$ cat src/bmc_map.svh
`ifndef BMC_MAP_SVH
`define BMC_MAP_SVH

// regulator count and field widths
`define BMC_NUM_REG        4
`define BMC_VOLT_W         5
`define BMC_MODE_W         4
`define BMC_SLOT_W         3
`define BMC_TMR_W          19
`define BMC_SEQ_W          16

// regulator indices
`define BMC_IDX_ONE_A      2'h0
`define BMC_IDX_ONE_B      2'h1
`define BMC_IDX_TWO        2'h2
`define BMC_IDX_THREE      2'h3

// set-point field selectors, also the low address bits of the store
`define BMC_FLD_ON         2'h0
`define BMC_FLD_STBY       2'h1
`define BMC_FLD_SLEEP      2'h2
`define BMC_FLD_CTRL       2'h3

// control word layout on the host write port
`define BMC_CTRL_SE_BIT    4

// valid voltage bits per regulator
`define BMC_MASK_ONE       5'h1f
`define BMC_MASK_TWO       5'h07
`define BMC_MASK_THREE     5'h0f

// switching mode codes
`define BMC_MODE_OFF       4'h0
`define BMC_MODE_PWM_OFF   4'h1
`define BMC_MODE_PFM_OFF   4'h3
`define BMC_MODE_APS_OFF   4'h4
`define BMC_MODE_PWM_PWM   4'h5
`define BMC_MODE_PWM_APS   4'h6
`define BMC_MODE_APS_APS   4'h8
`define BMC_MODE_APS_PFM   4'hc
`define BMC_MODE_PWM_PFM   4'hd
`define BMC_MODE_RESET     4'h8

// timing
`define BMC_CLK_MHZ        100
`define BMC_SETTLE_TIME_US 3000
`define BMC_SETTLE_CYCLES  (`BMC_SETTLE_TIME_US * `BMC_CLK_MHZ)
`define BMC_SS_PFM_CYCLES  32
`define BMC_SEQ_STEP       64

// loader walks every store address once
`define BMC_LOAD_LAST      5'h10

`endif

$ cat src/bmc_pkg.sv
`include "bmc_map.svh"

package bmc_pkg;

  // switching mode driven to an analog stage
  typedef enum logic [1:0] {SW_OFF, SW_PWM, SW_PFM, SW_APS} bmc_sw_mode_e;

  // chip-level operating state
  typedef enum logic [1:0] {G_BOOT, G_OFF, G_ON, G_SLEEP} bmc_gstate_e;

  // per-regulator start-up phase
  typedef enum logic [2:0] {PH_OFF, PH_WAIT, PH_SS_PFM, PH_SS_APS, PH_SS_PWM, PH_RUN} bmc_phase_e;

  typedef struct packed {
    bmc_gstate_e                                 gstate;
    bmc_phase_e [`BMC_NUM_REG-1:0]               phase;
    logic [`BMC_NUM_REG-1:0][`BMC_TMR_W-1:0]     tmr;
    logic [`BMC_SEQ_W-1:0]                       seq_cnt;
    logic [`BMC_NUM_REG-1:0][`BMC_MODE_W-1:0]    mode_code;
    logic [`BMC_NUM_REG-1:0]                     sleep_en;
    logic [`BMC_NUM_REG-1:0][`BMC_VOLT_W-1:0]    vout;
    bmc_sw_mode_e [`BMC_NUM_REG-1:0]             mode_o;
    logic [`BMC_NUM_REG-1:0]                     en_o;
    logic                                        loading;
    logic                                        load_boot;
    logic [4:0]                                  load_cnt;
    logic [1:0]                                  scan_idx;
    logic [1:0]                                  scan_prev;
    logic                                        stby_s1;
    logic                                        stby_s2;
    logic [`BMC_NUM_REG-1:0]                     pg_s1;
    logic [`BMC_NUM_REG-1:0]                     pg_s2;
  } bmc_state_s;

endpackage

$ cat src/bmc_setpoint_mem.sv
`timescale 1ns/1ns
`default_nettype none

// small set-point store, registered read port
module bmc_setpoint_mem #(
  parameter int WIDTH = 5,
  parameter int DEPTH = 16,
  parameter int AW    = 4
) (
  // clock and reset
  input  wire logic             clk_in,
  input  wire logic             resetn_in,
  // write port
  input  wire logic             wr_en_in,
  input  wire logic [AW-1:0]    wr_addr_in,
  input  wire logic [WIDTH-1:0] wr_data_in,
  // read port
  input  wire logic [AW-1:0]    rd_addr_in,
  output logic      [WIDTH-1:0] rd_data_out
);

  logic [WIDTH-1:0] mem_reg [DEPTH];

  initial
  begin
    if (DEPTH > (1 << AW) || WIDTH < 1)
      $error("bmc_setpoint_mem: depth does not fit address width");
  end

  // storage itself has no reset; the loader fills it at boot
  always_ff @(posedge clk_in)
  begin
    if (wr_en_in)
      mem_reg[wr_addr_in] <= wr_data_in;
  end

  // read data from a flip-flop, old data on a same-address collision
  always_ff @(posedge clk_in)
  begin
    if (!resetn_in)
      rd_data_out <= '0;
    else
      rd_data_out <= mem_reg[rd_addr_in];
  end

endmodule

`default_nettype wire

$ cat src/bmc_buck_ctrl.sv
// Contract
// - at boot copy each fused default voltage into on, standby and sleep fields
// - after boot host writes set-point fields; each applies in its operating state
// - a fused setting merges buck one a and b into one regulator
// - switching mode changes on host write, standby, sleep and load variation
// - off mode disables the stage and turns on its discharge resistor
// - after turn-on each buck runs auto pulse-skip by default
// - soft-start steps forced PFM, then auto pulse-skip, then forced PWM
// - selected mode is applied 3.0 ms after output reaches regulation
// - codes 0000 off/off, 0001 PWM/off, 0011 PFM/off, 0100 AUTO_PULSE_SKIP_MODE/off
// - codes 0101 PWM/PWM, 0110 PWM/AUTO_PULSE_SKIP_MODE, 1100 AUTO_PULSE_SKIP_MODE/PFM, 1101 PWM/PFM
// - standby drives standby set point with the standby switching mode
// - leaving standby restores normal mode and normal set point
// - turn-off sleeps regulators with sleep-enable 1, turns off those with 0
// - sleep drives sleep set point in PFM; turn-on ends sleep
// - sleep to on: sleep-enabled regulators stay powered, go to normal settings
// - sleep to on: others restart in sequence with default voltage and mode
// - set points are five bits for one a/b, three for two, four for three
`timescale 1ns/1ns
`default_nettype none

`include "bmc_map.svh"

module bmc_buck_ctrl
  import bmc_pkg::*;
#(
  parameter int SETTLE_CYCLES = `BMC_SETTLE_CYCLES,
  parameter int SS_PFM_CYCLES = `BMC_SS_PFM_CYCLES,
  parameter int SEQ_STEP      = `BMC_SEQ_STEP
) (
  // clock and reset
  input  wire logic                                  clk_in,
  input  wire logic                                  resetn_in,
  // fused configuration
  input  wire logic [`BMC_NUM_REG*`BMC_VOLT_W-1:0]   fused_default_voltage_in,
  input  wire logic [`BMC_NUM_REG*`BMC_SLOT_W-1:0]   seq_slot_in,
  input  wire logic                                  merge_one_ab_in,
  // power-button and standby events
  input  wire logic                                  turn_on_event_in,
  input  wire logic                                  turn_off_event_in,
  input  wire logic                                  standby_pin_in,
  // host set-point and control writes
  input  wire logic                                  wr_en_in,
  input  wire logic [1:0]                            wr_sel_in,
  input  wire logic [1:0]                            wr_field_in,
  input  wire logic [`BMC_VOLT_W-1:0]                wr_data_in,
  output logic                                       busy_out,
  // analog stage feedback
  input  wire logic [`BMC_NUM_REG-1:0]               in_regulation_in,
  // analog stage control
  output logic [`BMC_NUM_REG-1:0]                    stage_enable_out,
  output logic [`BMC_NUM_REG-1:0]                    discharge_out,
  output logic [`BMC_NUM_REG*2-1:0]                  sw_mode_out,
  output logic [`BMC_NUM_REG*`BMC_VOLT_W-1:0]        vout_code_out,
  // status
  output logic [1:0]                                 op_state_out,
  output logic [`BMC_NUM_REG*`BMC_MODE_W-1:0]        mode_code_out,
  output logic [`BMC_NUM_REG-1:0]                    sleep_enable_out
);

  // ****************************************************************
  // elaboration checks
  // ****************************************************************
  initial
  begin
    if (SETTLE_CYCLES < 1 || SETTLE_CYCLES >= (1 << `BMC_TMR_W))
      $error("bmc_buck_ctrl: SETTLE_CYCLES out of range");
    if (SS_PFM_CYCLES < 1 || SS_PFM_CYCLES >= (1 << `BMC_TMR_W))
      $error("bmc_buck_ctrl: SS_PFM_CYCLES out of range");
    if (SEQ_STEP < 1 || SEQ_STEP * 8 >= (1 << `BMC_SEQ_W))
      $error("bmc_buck_ctrl: SEQ_STEP out of range");
  end

  // ****************************************************************
  // functions
  // ****************************************************************

  // valid voltage bits of a regulator
  function automatic logic [`BMC_VOLT_W-1:0] volt_mask(input logic [1:0] idx);
    case (idx)
      `BMC_IDX_TWO:   volt_mask = `BMC_MASK_TWO;
      `BMC_IDX_THREE: volt_mask = `BMC_MASK_THREE;
      default:        volt_mask = `BMC_MASK_ONE;
    endcase
  endfunction

  // switching mode in normal state
  function automatic bmc_sw_mode_e normal_mode(input logic [`BMC_MODE_W-1:0] code);
    case (code)
      `BMC_MODE_PWM_OFF, `BMC_MODE_PWM_PWM,
      `BMC_MODE_PWM_APS, `BMC_MODE_PWM_PFM: normal_mode = SW_PWM;
      `BMC_MODE_PFM_OFF:                    normal_mode = SW_PFM;
      `BMC_MODE_APS_OFF, `BMC_MODE_APS_APS,
      `BMC_MODE_APS_PFM:                    normal_mode = SW_APS;
      default:                              normal_mode = SW_OFF;
    endcase
  endfunction

  // switching mode in standby
  function automatic bmc_sw_mode_e standby_mode(input logic [`BMC_MODE_W-1:0] code);
    case (code)
      `BMC_MODE_PWM_PWM:                    standby_mode = SW_PWM;
      `BMC_MODE_PWM_APS, `BMC_MODE_APS_APS: standby_mode = SW_APS;
      `BMC_MODE_APS_PFM, `BMC_MODE_PWM_PFM: standby_mode = SW_PFM;
      default:                              standby_mode = SW_OFF;
    endcase
  endfunction

  // only documented codes are accepted
  function automatic logic mode_valid(input logic [`BMC_MODE_W-1:0] code);
    case (code)
      `BMC_MODE_OFF, `BMC_MODE_PWM_OFF, `BMC_MODE_PFM_OFF, `BMC_MODE_APS_OFF,
      `BMC_MODE_PWM_PWM, `BMC_MODE_PWM_APS, `BMC_MODE_APS_APS,
      `BMC_MODE_APS_PFM, `BMC_MODE_PWM_PFM: mode_valid = 1'b1;
      default:                              mode_valid = 1'b0;
    endcase
  endfunction

  // sequencer count at which a slot starts
  function automatic logic [`BMC_SEQ_W-1:0] slot_start(input logic [`BMC_SLOT_W-1:0] slot);
    slot_start = `BMC_SEQ_W'(int'(slot) * SEQ_STEP);
  endfunction

  localparam logic [`BMC_TMR_W-1:0] SETTLE_LOAD = `BMC_TMR_W'(SETTLE_CYCLES);
  localparam logic [`BMC_TMR_W-1:0] PFM_LOAD    = `BMC_TMR_W'(SS_PFM_CYCLES);

  // ****************************************************************
  // state, store and write port mux
  // ****************************************************************
  bmc_state_s            st_reg;
  bmc_state_s            st_next;

  logic                  mem_wr_en;
  logic [3:0]            mem_wr_addr;
  logic [`BMC_VOLT_W-1:0] mem_wr_data;
  logic [3:0]            mem_rd_addr;
  logic [`BMC_VOLT_W-1:0] mem_rd_data;
  logic [1:0]            ld_idx;
  logic [1:0]            ld_fld;
  logic                  ld_hit;
  logic                  host_ok;
  logic [1:0]            rd_fld;

  bmc_setpoint_mem #(
    .WIDTH (`BMC_VOLT_W),
    .DEPTH (16),
    .AW    (4)
  ) u_mem (
    .clk_in      (clk_in),
    .resetn_in   (resetn_in),
    .wr_en_in    (mem_wr_en),
    .wr_addr_in  (mem_wr_addr),
    .wr_data_in  (mem_wr_data),
    .rd_addr_in  (mem_rd_addr),
    .rd_data_out (mem_rd_data)
  );

  // loader walks regulator/field pairs; at boot all three voltages,
  // on a sleep exit only the on field of regulators that were turned off
  always_comb
  begin
    ld_idx = st_reg.load_cnt[3:2];
    ld_fld = st_reg.load_cnt[1:0];
    ld_hit = st_reg.loading && (ld_fld != `BMC_FLD_CTRL) &&
             (st_reg.load_boot || (ld_fld == `BMC_FLD_ON && !st_reg.sleep_en[ld_idx]));
    // host writes refused while booting or reloading
    host_ok = wr_en_in && !st_reg.loading && st_reg.gstate != G_BOOT;
    if (ld_hit)
    begin
      mem_wr_en   = 1'b1;
      mem_wr_addr = st_reg.load_cnt[3:0];
      mem_wr_data = fused_default_voltage_in[ld_idx*`BMC_VOLT_W +: `BMC_VOLT_W]
                    & volt_mask(ld_idx);
    end
    else
    begin
      mem_wr_en   = host_ok && wr_field_in != `BMC_FLD_CTRL;
      mem_wr_addr = {wr_sel_in, wr_field_in};
      mem_wr_data = wr_data_in & volt_mask(wr_sel_in);
    end
  end

  // the scan picks the set point that the current state calls for
  always_comb
  begin
    if (st_reg.gstate == G_SLEEP && st_reg.sleep_en[st_reg.scan_idx])
      rd_fld = `BMC_FLD_SLEEP;
    else if (st_reg.stby_s2 && st_reg.gstate == G_ON)
      rd_fld = `BMC_FLD_STBY;
    else
      rd_fld = `BMC_FLD_ON;
    mem_rd_addr = {st_reg.scan_idx, rd_fld};
  end

  // ****************************************************************
  // next-state logic
  // ****************************************************************
  always_comb
  begin
    st_next = st_reg;

    // two-stage synchronisers for pins
    st_next.stby_s1 = standby_pin_in;
    st_next.stby_s2 = st_reg.stby_s1;
    st_next.pg_s1   = in_regulation_in;
    st_next.pg_s2   = st_reg.pg_s1;

    // set-point scan: one regulator per cycle, data one cycle later;
    // outputs hold their reset value during boot, the store is still unfilled
    st_next.scan_idx  = st_reg.scan_idx + 2'h1;
    st_next.scan_prev = st_reg.scan_idx;
    if (st_reg.gstate != G_BOOT)
      st_next.vout[st_reg.scan_prev] = mem_rd_data;

    // loader progress
    if (st_reg.loading)
    begin
      st_next.load_cnt = st_reg.load_cnt + 5'h1;
      if (st_reg.load_cnt == `BMC_LOAD_LAST - 5'h1)
      begin
        st_next.loading   = 1'b0;
        st_next.load_boot = 1'b0;
      end
    end

    // host control word; reserved codes leave the old mode in place
    if (host_ok && wr_field_in == `BMC_FLD_CTRL)
    begin
      st_next.sleep_en[wr_sel_in] = wr_data_in[`BMC_CTRL_SE_BIT];
      if (mode_valid(wr_data_in[`BMC_MODE_W-1:0]))
        st_next.mode_code[wr_sel_in] = wr_data_in[`BMC_MODE_W-1:0];
    end

    // sequencer counter saturates
    if (st_reg.seq_cnt != {`BMC_SEQ_W{1'b1}})
      st_next.seq_cnt = st_reg.seq_cnt + `BMC_SEQ_W'(1);

    // chip-level state
    case (st_reg.gstate)
      G_BOOT:
      begin
        if (!st_reg.loading)
          st_next.gstate = G_OFF;
      end
      G_OFF:
      begin
        if (turn_on_event_in)
        begin
          st_next.gstate  = G_ON;
          st_next.seq_cnt = '0;
          for (int i = 0; i < `BMC_NUM_REG; i++)
            st_next.phase[i] = PH_WAIT;
        end
      end
      G_ON:
      begin
        if (turn_off_event_in)
        begin
          st_next.gstate = G_SLEEP;
          for (int i = 0; i < `BMC_NUM_REG; i++)
          begin
            if (!st_reg.sleep_en[i])
              st_next.phase[i] = PH_OFF;
          end
        end
      end
      G_SLEEP:
      begin
        if (turn_on_event_in)
        begin
          st_next.gstate    = G_ON;
          st_next.seq_cnt   = '0;
          st_next.loading   = 1'b1;
          st_next.load_boot = 1'b0;
          st_next.load_cnt  = '0;
          for (int i = 0; i < `BMC_NUM_REG; i++)
          begin
            if (!st_reg.sleep_en[i])
            begin
              st_next.phase[i]     = PH_WAIT;
              st_next.mode_code[i] = `BMC_MODE_RESET;
            end
          end
        end
      end
      default:
        st_next.gstate = G_BOOT;
    endcase

    // per-regulator soft-start
    for (int i = 0; i < `BMC_NUM_REG; i++)
    begin
      case (st_reg.phase[i])
        PH_OFF:
          st_next.tmr[i] = '0;
        PH_WAIT:
        begin
          // waits for its slot in the start-up sequence
          if (st_reg.gstate == G_ON &&
              st_reg.seq_cnt >= slot_start(seq_slot_in[i*`BMC_SLOT_W +: `BMC_SLOT_W]))
          begin
            if (normal_mode(st_reg.mode_code[i]) == SW_OFF)
              st_next.phase[i] = PH_OFF;
            else
            begin
              st_next.phase[i] = PH_SS_PFM;
              st_next.tmr[i]   = PFM_LOAD;
            end
          end
        end
        PH_SS_PFM:
        begin
          st_next.tmr[i] = st_reg.tmr[i] - `BMC_TMR_W'(1);
          if (st_reg.tmr[i] == `BMC_TMR_W'(1))
            st_next.phase[i] = PH_SS_APS;
        end
        PH_SS_APS:
        begin
          if (st_reg.pg_s2[i])
          begin
            st_next.phase[i] = PH_SS_PWM;
            st_next.tmr[i]   = SETTLE_LOAD;
          end
        end
        PH_SS_PWM:
        begin
          st_next.tmr[i] = st_reg.tmr[i] - `BMC_TMR_W'(1);
          if (st_reg.tmr[i] == `BMC_TMR_W'(1))
            st_next.phase[i] = PH_RUN;
        end
        PH_RUN:
          st_next.tmr[i] = '0;
        default:
          st_next.phase[i] = PH_OFF;
      endcase
    end

    // stage mode: soft-start steps, then sleep, standby or normal
    for (int i = 0; i < `BMC_NUM_REG; i++)
    begin
      case (st_reg.phase[i])
        PH_SS_PFM: st_next.mode_o[i] = SW_PFM;
        PH_SS_APS: st_next.mode_o[i] = SW_APS;
        PH_SS_PWM: st_next.mode_o[i] = SW_PWM;
        PH_RUN:
        begin
          if (st_reg.gstate == G_SLEEP)
            st_next.mode_o[i] = SW_PFM;
          else if (st_reg.stby_s2)
            st_next.mode_o[i] = standby_mode(st_reg.mode_code[i]);
          else
            st_next.mode_o[i] = normal_mode(st_reg.mode_code[i]);
        end
        default:   st_next.mode_o[i] = SW_OFF;
      endcase
    end

    // merged pair: buck one b follows buck one a exactly
    if (merge_one_ab_in)
    begin
      st_next.mode_o[`BMC_IDX_ONE_B] = st_next.mode_o[`BMC_IDX_ONE_A];
      st_next.vout[`BMC_IDX_ONE_B]   = st_next.vout[`BMC_IDX_ONE_A];
    end

    // stage enable follows the mode; off also means discharge
    for (int i = 0; i < `BMC_NUM_REG; i++)
      st_next.en_o[i] = st_next.mode_o[i] != SW_OFF;
  end

  // ****************************************************************
  // state register
  // ****************************************************************
  always_ff @(posedge clk_in)
  begin
    if (!resetn_in)
    begin
      st_reg           <= '0;
      st_reg.gstate    <= G_BOOT;
      st_reg.loading   <= 1'b1;
      st_reg.load_boot <= 1'b1;
      for (int i = 0; i < `BMC_NUM_REG; i++)
      begin
        st_reg.phase[i]     <= PH_OFF;
        st_reg.mode_o[i]    <= SW_OFF;
        st_reg.mode_code[i] <= `BMC_MODE_RESET;
      end
    end
    else
      st_reg <= st_next;
  end

  // ****************************************************************
  // outputs
  // ****************************************************************
  // auto pulse-skip covers load variation inside the analog stage
  always_comb
  begin
    for (int i = 0; i < `BMC_NUM_REG; i++)
    begin
      sw_mode_out[i*2 +: 2]                       = st_reg.mode_o[i];
      vout_code_out[i*`BMC_VOLT_W +: `BMC_VOLT_W] = st_reg.vout[i];
      mode_code_out[i*`BMC_MODE_W +: `BMC_MODE_W] = st_reg.mode_code[i];
    end
  end

  assign stage_enable_out = st_reg.en_o;
  assign discharge_out    = ~st_reg.en_o;
  assign sleep_enable_out = st_reg.sleep_en;
  assign op_state_out     = st_reg.gstate;
  assign busy_out         = st_reg.loading || st_reg.gstate == G_BOOT;

endmodule

`default_nettype wire

$ cat config.mk
export PLATFORM = sky130hd
export DESIGN_NAME = bmc_buck_ctrl
export DESIGN_NICKNAME = d
export VERILOG_FILES = /design/src/bmc_pkg.sv /design/src/bmc_setpoint_mem.sv /design/src/bmc_buck_ctrl.sv
export VERILOG_INCLUDE_DIRS = /design/src
export SDC_FILE = /design/constraint.sdc
export NUM_CORES = 1
export LEC_CHECK = 0
export BUFFER_PORTS_ARGS = -buffer_cell sky130_fd_sc_hd__buf_4
export CORE_ASPECT_RATIO = 1.75
export CORE_MARGIN = 5
export CORE_UTILIZATION = 30
export DETAILED_ROUTE_END_ITERATION = 10
export SLEW_MARGIN = 20
export SYNTH_ARGS = -nofsm -noshare
export SYNTH_HDL_FRONTEND = slang
export SYNTH_SLANG_ARGS = --single-unit
export TNS_END_PERCENT = 10
$ cat constraint.sdc
create_clock -name clk_in -period 2.2 [get_ports clk_in]
set_input_delay 0.33 -clock clk_in [delete_from_list [all_inputs] [get_ports clk_in]]
set_output_delay 0.33 -clock clk_in [all_outputs]
set_load 0.005 [all_outputs]
Word-level counts from Yosys, hierarchy flattened

Memory sizes are Yosys's and may differ from the RTL's. A register that Yosys moved wholly into a read port is not among the register bits.
Cells that the tools add are included.
W data, S select, Z words.

$add $sub $neg: 7
$mul: 1
$lt $le $gt $ge: 10
Equality and inequality tests: 72
Shift-type cells: 1
Multiplexer cells: 129
Bitwise gates (word level): 3
Reductions and logical operators: 61

Operators with widths:

| cell                    | number |
|---|---|
| $pmux W19 S4            | 4 |
| $mux W19                | 12 |
| $eq A19 B1 Y1 const B   | 4 |
| $sub A19 B1 Y19 const B | 4 |
| $mux W3                 | 24 |
| $ge A16 B9 Y1           | 4 |
| $mux W16                | 4 |
| $pmux W3 S5             | 4 |
| $mux W4                 | 14 |
| $eq A4 B4 Y1 const B    | 12 |
| $mux W2                 | 24 |
| $mux W14                | 3 |
| $pmux W2 S4             | 5 |
| $ne A2 B2 Y1 const B    | 18 |
| $pmux W12 S3            | 1 |
| $eq A4 B3 Y1 const B    | 8 |
| $mux W32                | 1 |
| $pmux W16 S2            | 1 |
| $reduce_or A2 Y1        | 16 |
| $mux W5                 | 5 |
| $eq A3 B2 Y1 const B    | 8 |
| $eq A3 B3 Y1 const B    | 8 |
| $pmux W2 S3             | 4 |
| $mux W7                 | 3 |
| other kinds (33)        | 93 |

Bits in registers: 179
RAM bits: 80
ROM bits: 272
Bits of input ports: 52
Output and inout port bits: 59
Word-level logic and storage cells: 327
Memories kept: 10

Memory list:

| memory           | depth | width | read ports | clocked after Yosys merged registers in | write ports | line                   | text |
|---|---|---|---|---|---|---|---|
| u_mem.mem_reg    | 16    | 5     | 1          | 1                                       | 1           | bmc_setpoint_mem.sv:22 | `logic [WIDTH-1:0] mem_reg [DEPTH];` |
| (name not given) | 16    | 2     | 1          | 1                                       | 0           | bmc_buck_ctrl.sv:89    | `case (code)` |
| (name not given) | 16    | 2     | 1          | 1                                       | 0           | bmc_buck_ctrl.sv:89    |  |
| (name not given) | 16    | 2     | 1          | 1                                       | 0           | bmc_buck_ctrl.sv:89    |  |
| (name not given) | 16    | 2     | 1          | 1                                       | 0           | bmc_buck_ctrl.sv:89    |  |
| (name not given) | 16    | 2     | 1          | 1                                       | 0           | bmc_buck_ctrl.sv:89    |  |
| 4 more memories  | --    | --    | --         | --                                      | --          | --                     |  |

Logic depth before layout (Yosys ltp)

Depth in word-level cells: 11
Gate-level depth with buffers: 9
Gate-level depth less buffers: 8

Modules after synthesis

A second synthesis with hierarchy kept.

Cell total of the unflattened synthesis: 1,505
Area total of the unflattened synthesis: 13,935.9 um^2

By module, submodules not included:

| module           | instances | cells each | area an instance (um^2) | sequential area each (um^2) |
|---|---|---|---|---|
| bmc_buck_ctrl    | 1         | 1,343      | 10,585.2                | 3,743.6 |
| bmc_setpoint_mem | 1         | 162        | 3,350.7                 | 2,502.4 |

Least setup slack after synthesis

OpenSTA, ideal clock, no wires.

Kind: register -> register
From: register st_reg (netlist bit ld_idx[0])
To: memory u_mem.mem_reg[14][0] (enable)
Setup time: 0.340 ns
Arrival: 1.956 ns
Data required time: 1.860 ns
Slack: -0.095 ns
Cell stages (with the launch flop): 7
Buffers on the path: 1
Period minus slack after synthesis: 2.295 ns
Cell sequence: dfxtp_1 -> mux4_2 -> nor2b_1 -> o21ai_0 -> clkbuf_1 -> o32a_1 -> nor2_1

Cells in the longest elaborated chain, start to end: 9
Elaborated cells between the ends (all ways): 10
Those cells by class: 6 x mux; 4 x reduce/logical

RTL lines:

| element                       | line                   | text |
|---|---|---|
| from (decl)                   | bmc_buck_ctrl.sv:130   | `bmc_state_s st_reg;` |
| from (signal assigned)        | bmc_buck_ctrl.sv:389   | `st_reg <= st_next;` |
| $bmux W1 S2                   | bmc_buck_ctrl.sv:165   | `` (st_reg.load_boot \|\| (ld_fld == `BMC_FLD_ON && !st_reg.sleep_en[ld_idx])); `` |
| $mux W1 (implied by the code) | bmc_buck_ctrl.sv:165   |  |
| $logic_not A1 Y1              | bmc_buck_ctrl.sv:165   |  |
| $logic_and A1 B1 Y1           | bmc_buck_ctrl.sv:165   |  |
| $logic_or A1 B1 Y1            | bmc_buck_ctrl.sv:165   |  |
| $logic_and A1 B1 Y1           | bmc_buck_ctrl.sv:164   | `` ld_hit = st_reg.loading && (ld_fld != `BMC_FLD_CTRL) && `` |
| $mux W1                       | bmc_buck_ctrl.sv:168   | `if (ld_hit)` |
| $mux W1                       | bmc_setpoint_mem.sv:33 | `if (wr_en_in)` |
| $mux W1 (implied by the code) | bmc_setpoint_mem.sv:34 | `mem_reg[wr_addr_in] <= wr_data_in;` |
| to (decl)                     | bmc_setpoint_mem.sv:22 |  |

Several ways; a longest one is shown, not always the timed one. The select of a mux whose other input is x is not followed.

Worst setup path after layout

From: register st_reg[87] in the netlist's numbering
To: register st_reg[147] in the netlist's numbering

Cells in the longest elaborated chain, start to end: 4

RTL lines:

| element                            | line                 | text |
|---|---|---|
| $ge A16 B9 Y1                      | bmc_buck_ctrl.sv:300 | `` st_reg.seq_cnt >= slot_start(seq_slot_in[i*`BMC_SLOT_W +: `BMC_SLOT_W])) `` |
| $logic_and A1 B1 Y1                | bmc_buck_ctrl.sv:299 | `if (st_reg.gstate == G_ON &&` |
| $ne A2 B2 Y1 (no source line)      | --                   |  |
| $reduce_and A4 Y1 (no source line) | --                   |  |

Every way passes these cells.
A chain may end at the register's enable or synchronous reset.

==> results_dict.tcl <==
set metrics [dict create \
    largest_reg_flops 114 \
    cp_max_fo 7 \
    start_kind "flop" \
    synth-seq-area-share_pct 42.55 \
    routed_wl_mm 39.47 \
    ys_types 78 \
    max_stage_delay_ns 0.55 \
    netlist_area_um2 13270 \
    violations "negative setup slack" \
    cp.required_ns 2.60 \
    nFillCells 4387 \
    grt_pass1_vias 11918 \
    cp_slowest_cell "or4_4" \
    path_common_cell "buf_6" \
    ys.warnings.count 0 \
    path_clk_slew_ns 0.07 \
    synth_largest_area_cell "dfxtp_1" \
    wl_per_cell_um 17.47 \
    io-pin-count 111 \
    vias 11946 \
    r2r-start "st_reg[87]" \
    grt_start_max_net_pins 43 \
    clock-root-buffer "clkbuf_16" \
    hold_depth 2 \
    cts_buffer_depth 3 \
    first_pass_iters 6 \
    antenna_found_initial 0 \
    ys_ff_latch 252 \
    insertedDiodeCount 0 \
    cap_violations 0 \
    gr-total-overflow 0 \
    final_hold_viol_count 0 \
    start_util_pct 30.14 \
    synthFlopType "dfxtp_1" \
    placed_cell_area_um2 15160 \
    fin_skew_ns 0.03422 \
    synth_area_leaders "dfxtp_1 29%, edfxtp_1 14%, nor2_1 5.1%, mux2i_1 4.8%, a21oi_1 4.1%" \
    grt_usage_pct 15.44 \
    critical_path.top_delay_family "simple AND/OR/NAND/NOR gates" \
    die_height_um 288.2 \
    cp-startpoint "st_reg[87]" \
    gp_congestion 0.8810 \
    ir_drop_v 0.0004930 \
    core_area_um2 44030 \
    place_hpwl_mm 29.12 \
    cp_num_cells 9 \
    path_class "reg2reg" \
    drive_gt1_share_pct 24.11 \
    power.density_nw_per_um2 595.7 \
    die_w_um 169.0 \
    syn-num-nets 1603 \
    cp.arrival_ns 2.63 \
    cts_tree "built" \
    hp-start "in_regulation_in[1]" \
    slew_headroom_pct 43.37 \
    cts-buffers-inserted 25 \
    core.rowCount 102 \
    synthCells 1522 \
    setup_ws_ns -0.02746 \
    synth_top_area_share_pct 28.97 \
    vias_per_cell 5.286 \
    final_max_slew_viol_count 0 \
    grt_pass1_wl_mm 61.63 \
    clock_latency_ns 0.56 \
    cts.sinks 252 \
    ff2ff_path_depth 9 \
    critPathCaptureType "flop" \
    area_growth_pct 24.00 \
    crit_chain "or4_4 -> buf_6 -> nor3_4 -> nand3_2 -> buf_6 -> a21oi_4 -> clkbuf_16 -> or3_4 -> a21oi_2" \
    drt_first_iter_violations 704 \
    hold_class "in2reg" \
    fin_crit_ns 2.227 \
    leakagePower_nw 6.351 \
    async_reset_ff_share_pct 0 \
    post-route-period-util_pct 101.2 \
    fin_tns_setup_ns -0.1096 \
    crit_buf_inv 3 \
    ant_nets 0 \
    setup_viol 6 \
    drc 0 \
    synth_edf_count 60 \
    cts_max_level 1 \
    worst_pin_slew_ns 0.8437 \
    rsz0062_at_grt "yes" \
    outcome "finished, violations left" \
    fin_nets 1750 \
    syn_area_per_cell_um2 8.718 \
    port_buffers 107 \
    stdcell_area_um2 16450 \
    dieArea_um2 48700 \
    max_freq_mhz 448.9 \
]
what timing repair did:
action	CTS	global route
gates cloned	0	3
pin swaps	5	36
hold buffers	3	0
setup endpoints to repair	108	139
endpoints found under the hold margin	3	0
setup buffers	2	3
resized for setup	20	76
final cells by class:
type | instances | area (um^2) | area share [%]
Clock buffer | 32 | 691.9 | 4.205
Clock inverter | 14 | 110.1 | 0.6692
Inverter | 52 | 195.2 | 1.186
Multi-Input combinational cell | 1088 | 7076 | 43.00
Sequential cell | 252 | 5653 | 34.36
Tap cell | 572 | 715.7 | 4.350
Timing Repair Buffer | 250 | 2012 | 12.23
worst register-to-register path, stage by stage, from the launching register on:
cell and delay (ns):
dfxtp_2 0.32, or4_4 0.55, buf_6 0.15, nor3_4 0.12
nand3_2 0.09, buf_6 0.15, a21oi_4 0.30, clkbuf_16 0.22
or3_4 0.12, a21oi_2 0.04
layout by cell type (no fill, tap or decap), types with 15 or more instances in the layout:
master,instances
nand2_1,116
nand2b_1,19
ha_1,29
o211ai_1,15
o31ai_1,16
nor3_1,46
xor2_1,15
mux2i_1,63
nor2_1,167
or3_1,22
nand3_1,33
o22ai_1,16
edfxtp_1,60
inv_1,51
dfxtp_1,186
a31oi_1,33
and2_1,19
clkbuf_16,27
buf_4,232
o21ai_0,89
a21oi_1,99
layer usage:
layer	global-route usage (%)	share of wire, %
met5	0	0
met4	7.331	4.4
met3	1.917	4.1
met2	29.89	55
met1	16.29	37
where the power goes:
group	total (W)	switching, W	internal, W
Combinational	0.000646	0.000382	0.000265
Sequential	0.00488	0.0000394	0.00484
Clock	0.00428	0.00192	0.00235
cell usage after synthesis, types with 15 or more instances:
library cell and count:
nand2_1 117, dfxtp_1 192, mux2i_1 63, o22ai_1 17
o31ai_1 17, nand3_1 34, and2_1 19, a21oi_1 108
nor4_1 17, ha_1 29, nand2b_1 21, nor2b_1 16
o21ai_0 103, edfxtp_1 60, nor2_1 182, buf_4 55
xor2_1 15, a31oi_1 36, o211ai_1 15, or3_1 24
clkbuf_1 61, nor3_1 50, inv_1 51
cells by family after synthesis:
kind of cell / Yosys count / share of synthesized area (%)
xor gates and xnor gates: 21 / 1.386
muxes: 78 / 6.365
AOI/OAI and AO/OA: 409 / 19.53
DFF: 252 / 42.55
and+or+nand+nor: 551 / 20.65
buffers and inverters: 182 / 6.789
adders and majority gates: 29 / 2.735
path summary, 6_finish.rpt:
path	endpoint	slack, ns
worst min-delay path	st_next[1]	0.03
worst max register to register	st_reg[147]	-0.03
worst max-delay path	st_reg[147]	-0.03
worst min register to register	st_reg[8]	0.43
per-stage QoR:
step | total power (W) | utilization (%) | setup WS (ns) | std cells | hold slack, ns
after global routing | 0.01013 | 37.37 | -0.09558 | 2260 | 0.02452
final | 0.009802 | 37.37 | -0.02746 | 2260 | 0.02520
after floorplan | 0.005274 | - | -0.04213 | 1522 | 0.4119
after global placement | 0.005576 | 34.43 | -0.3013 | 2203 | 0.4232
after CTS | 0.009887 | 36.51 | -0.03912 | 2254 | 0.01080
after detailed placement | 0.005590 | 34.43 | -0.3555 | 2203 | 0.4169
Power figures use the tool's default switching activity.
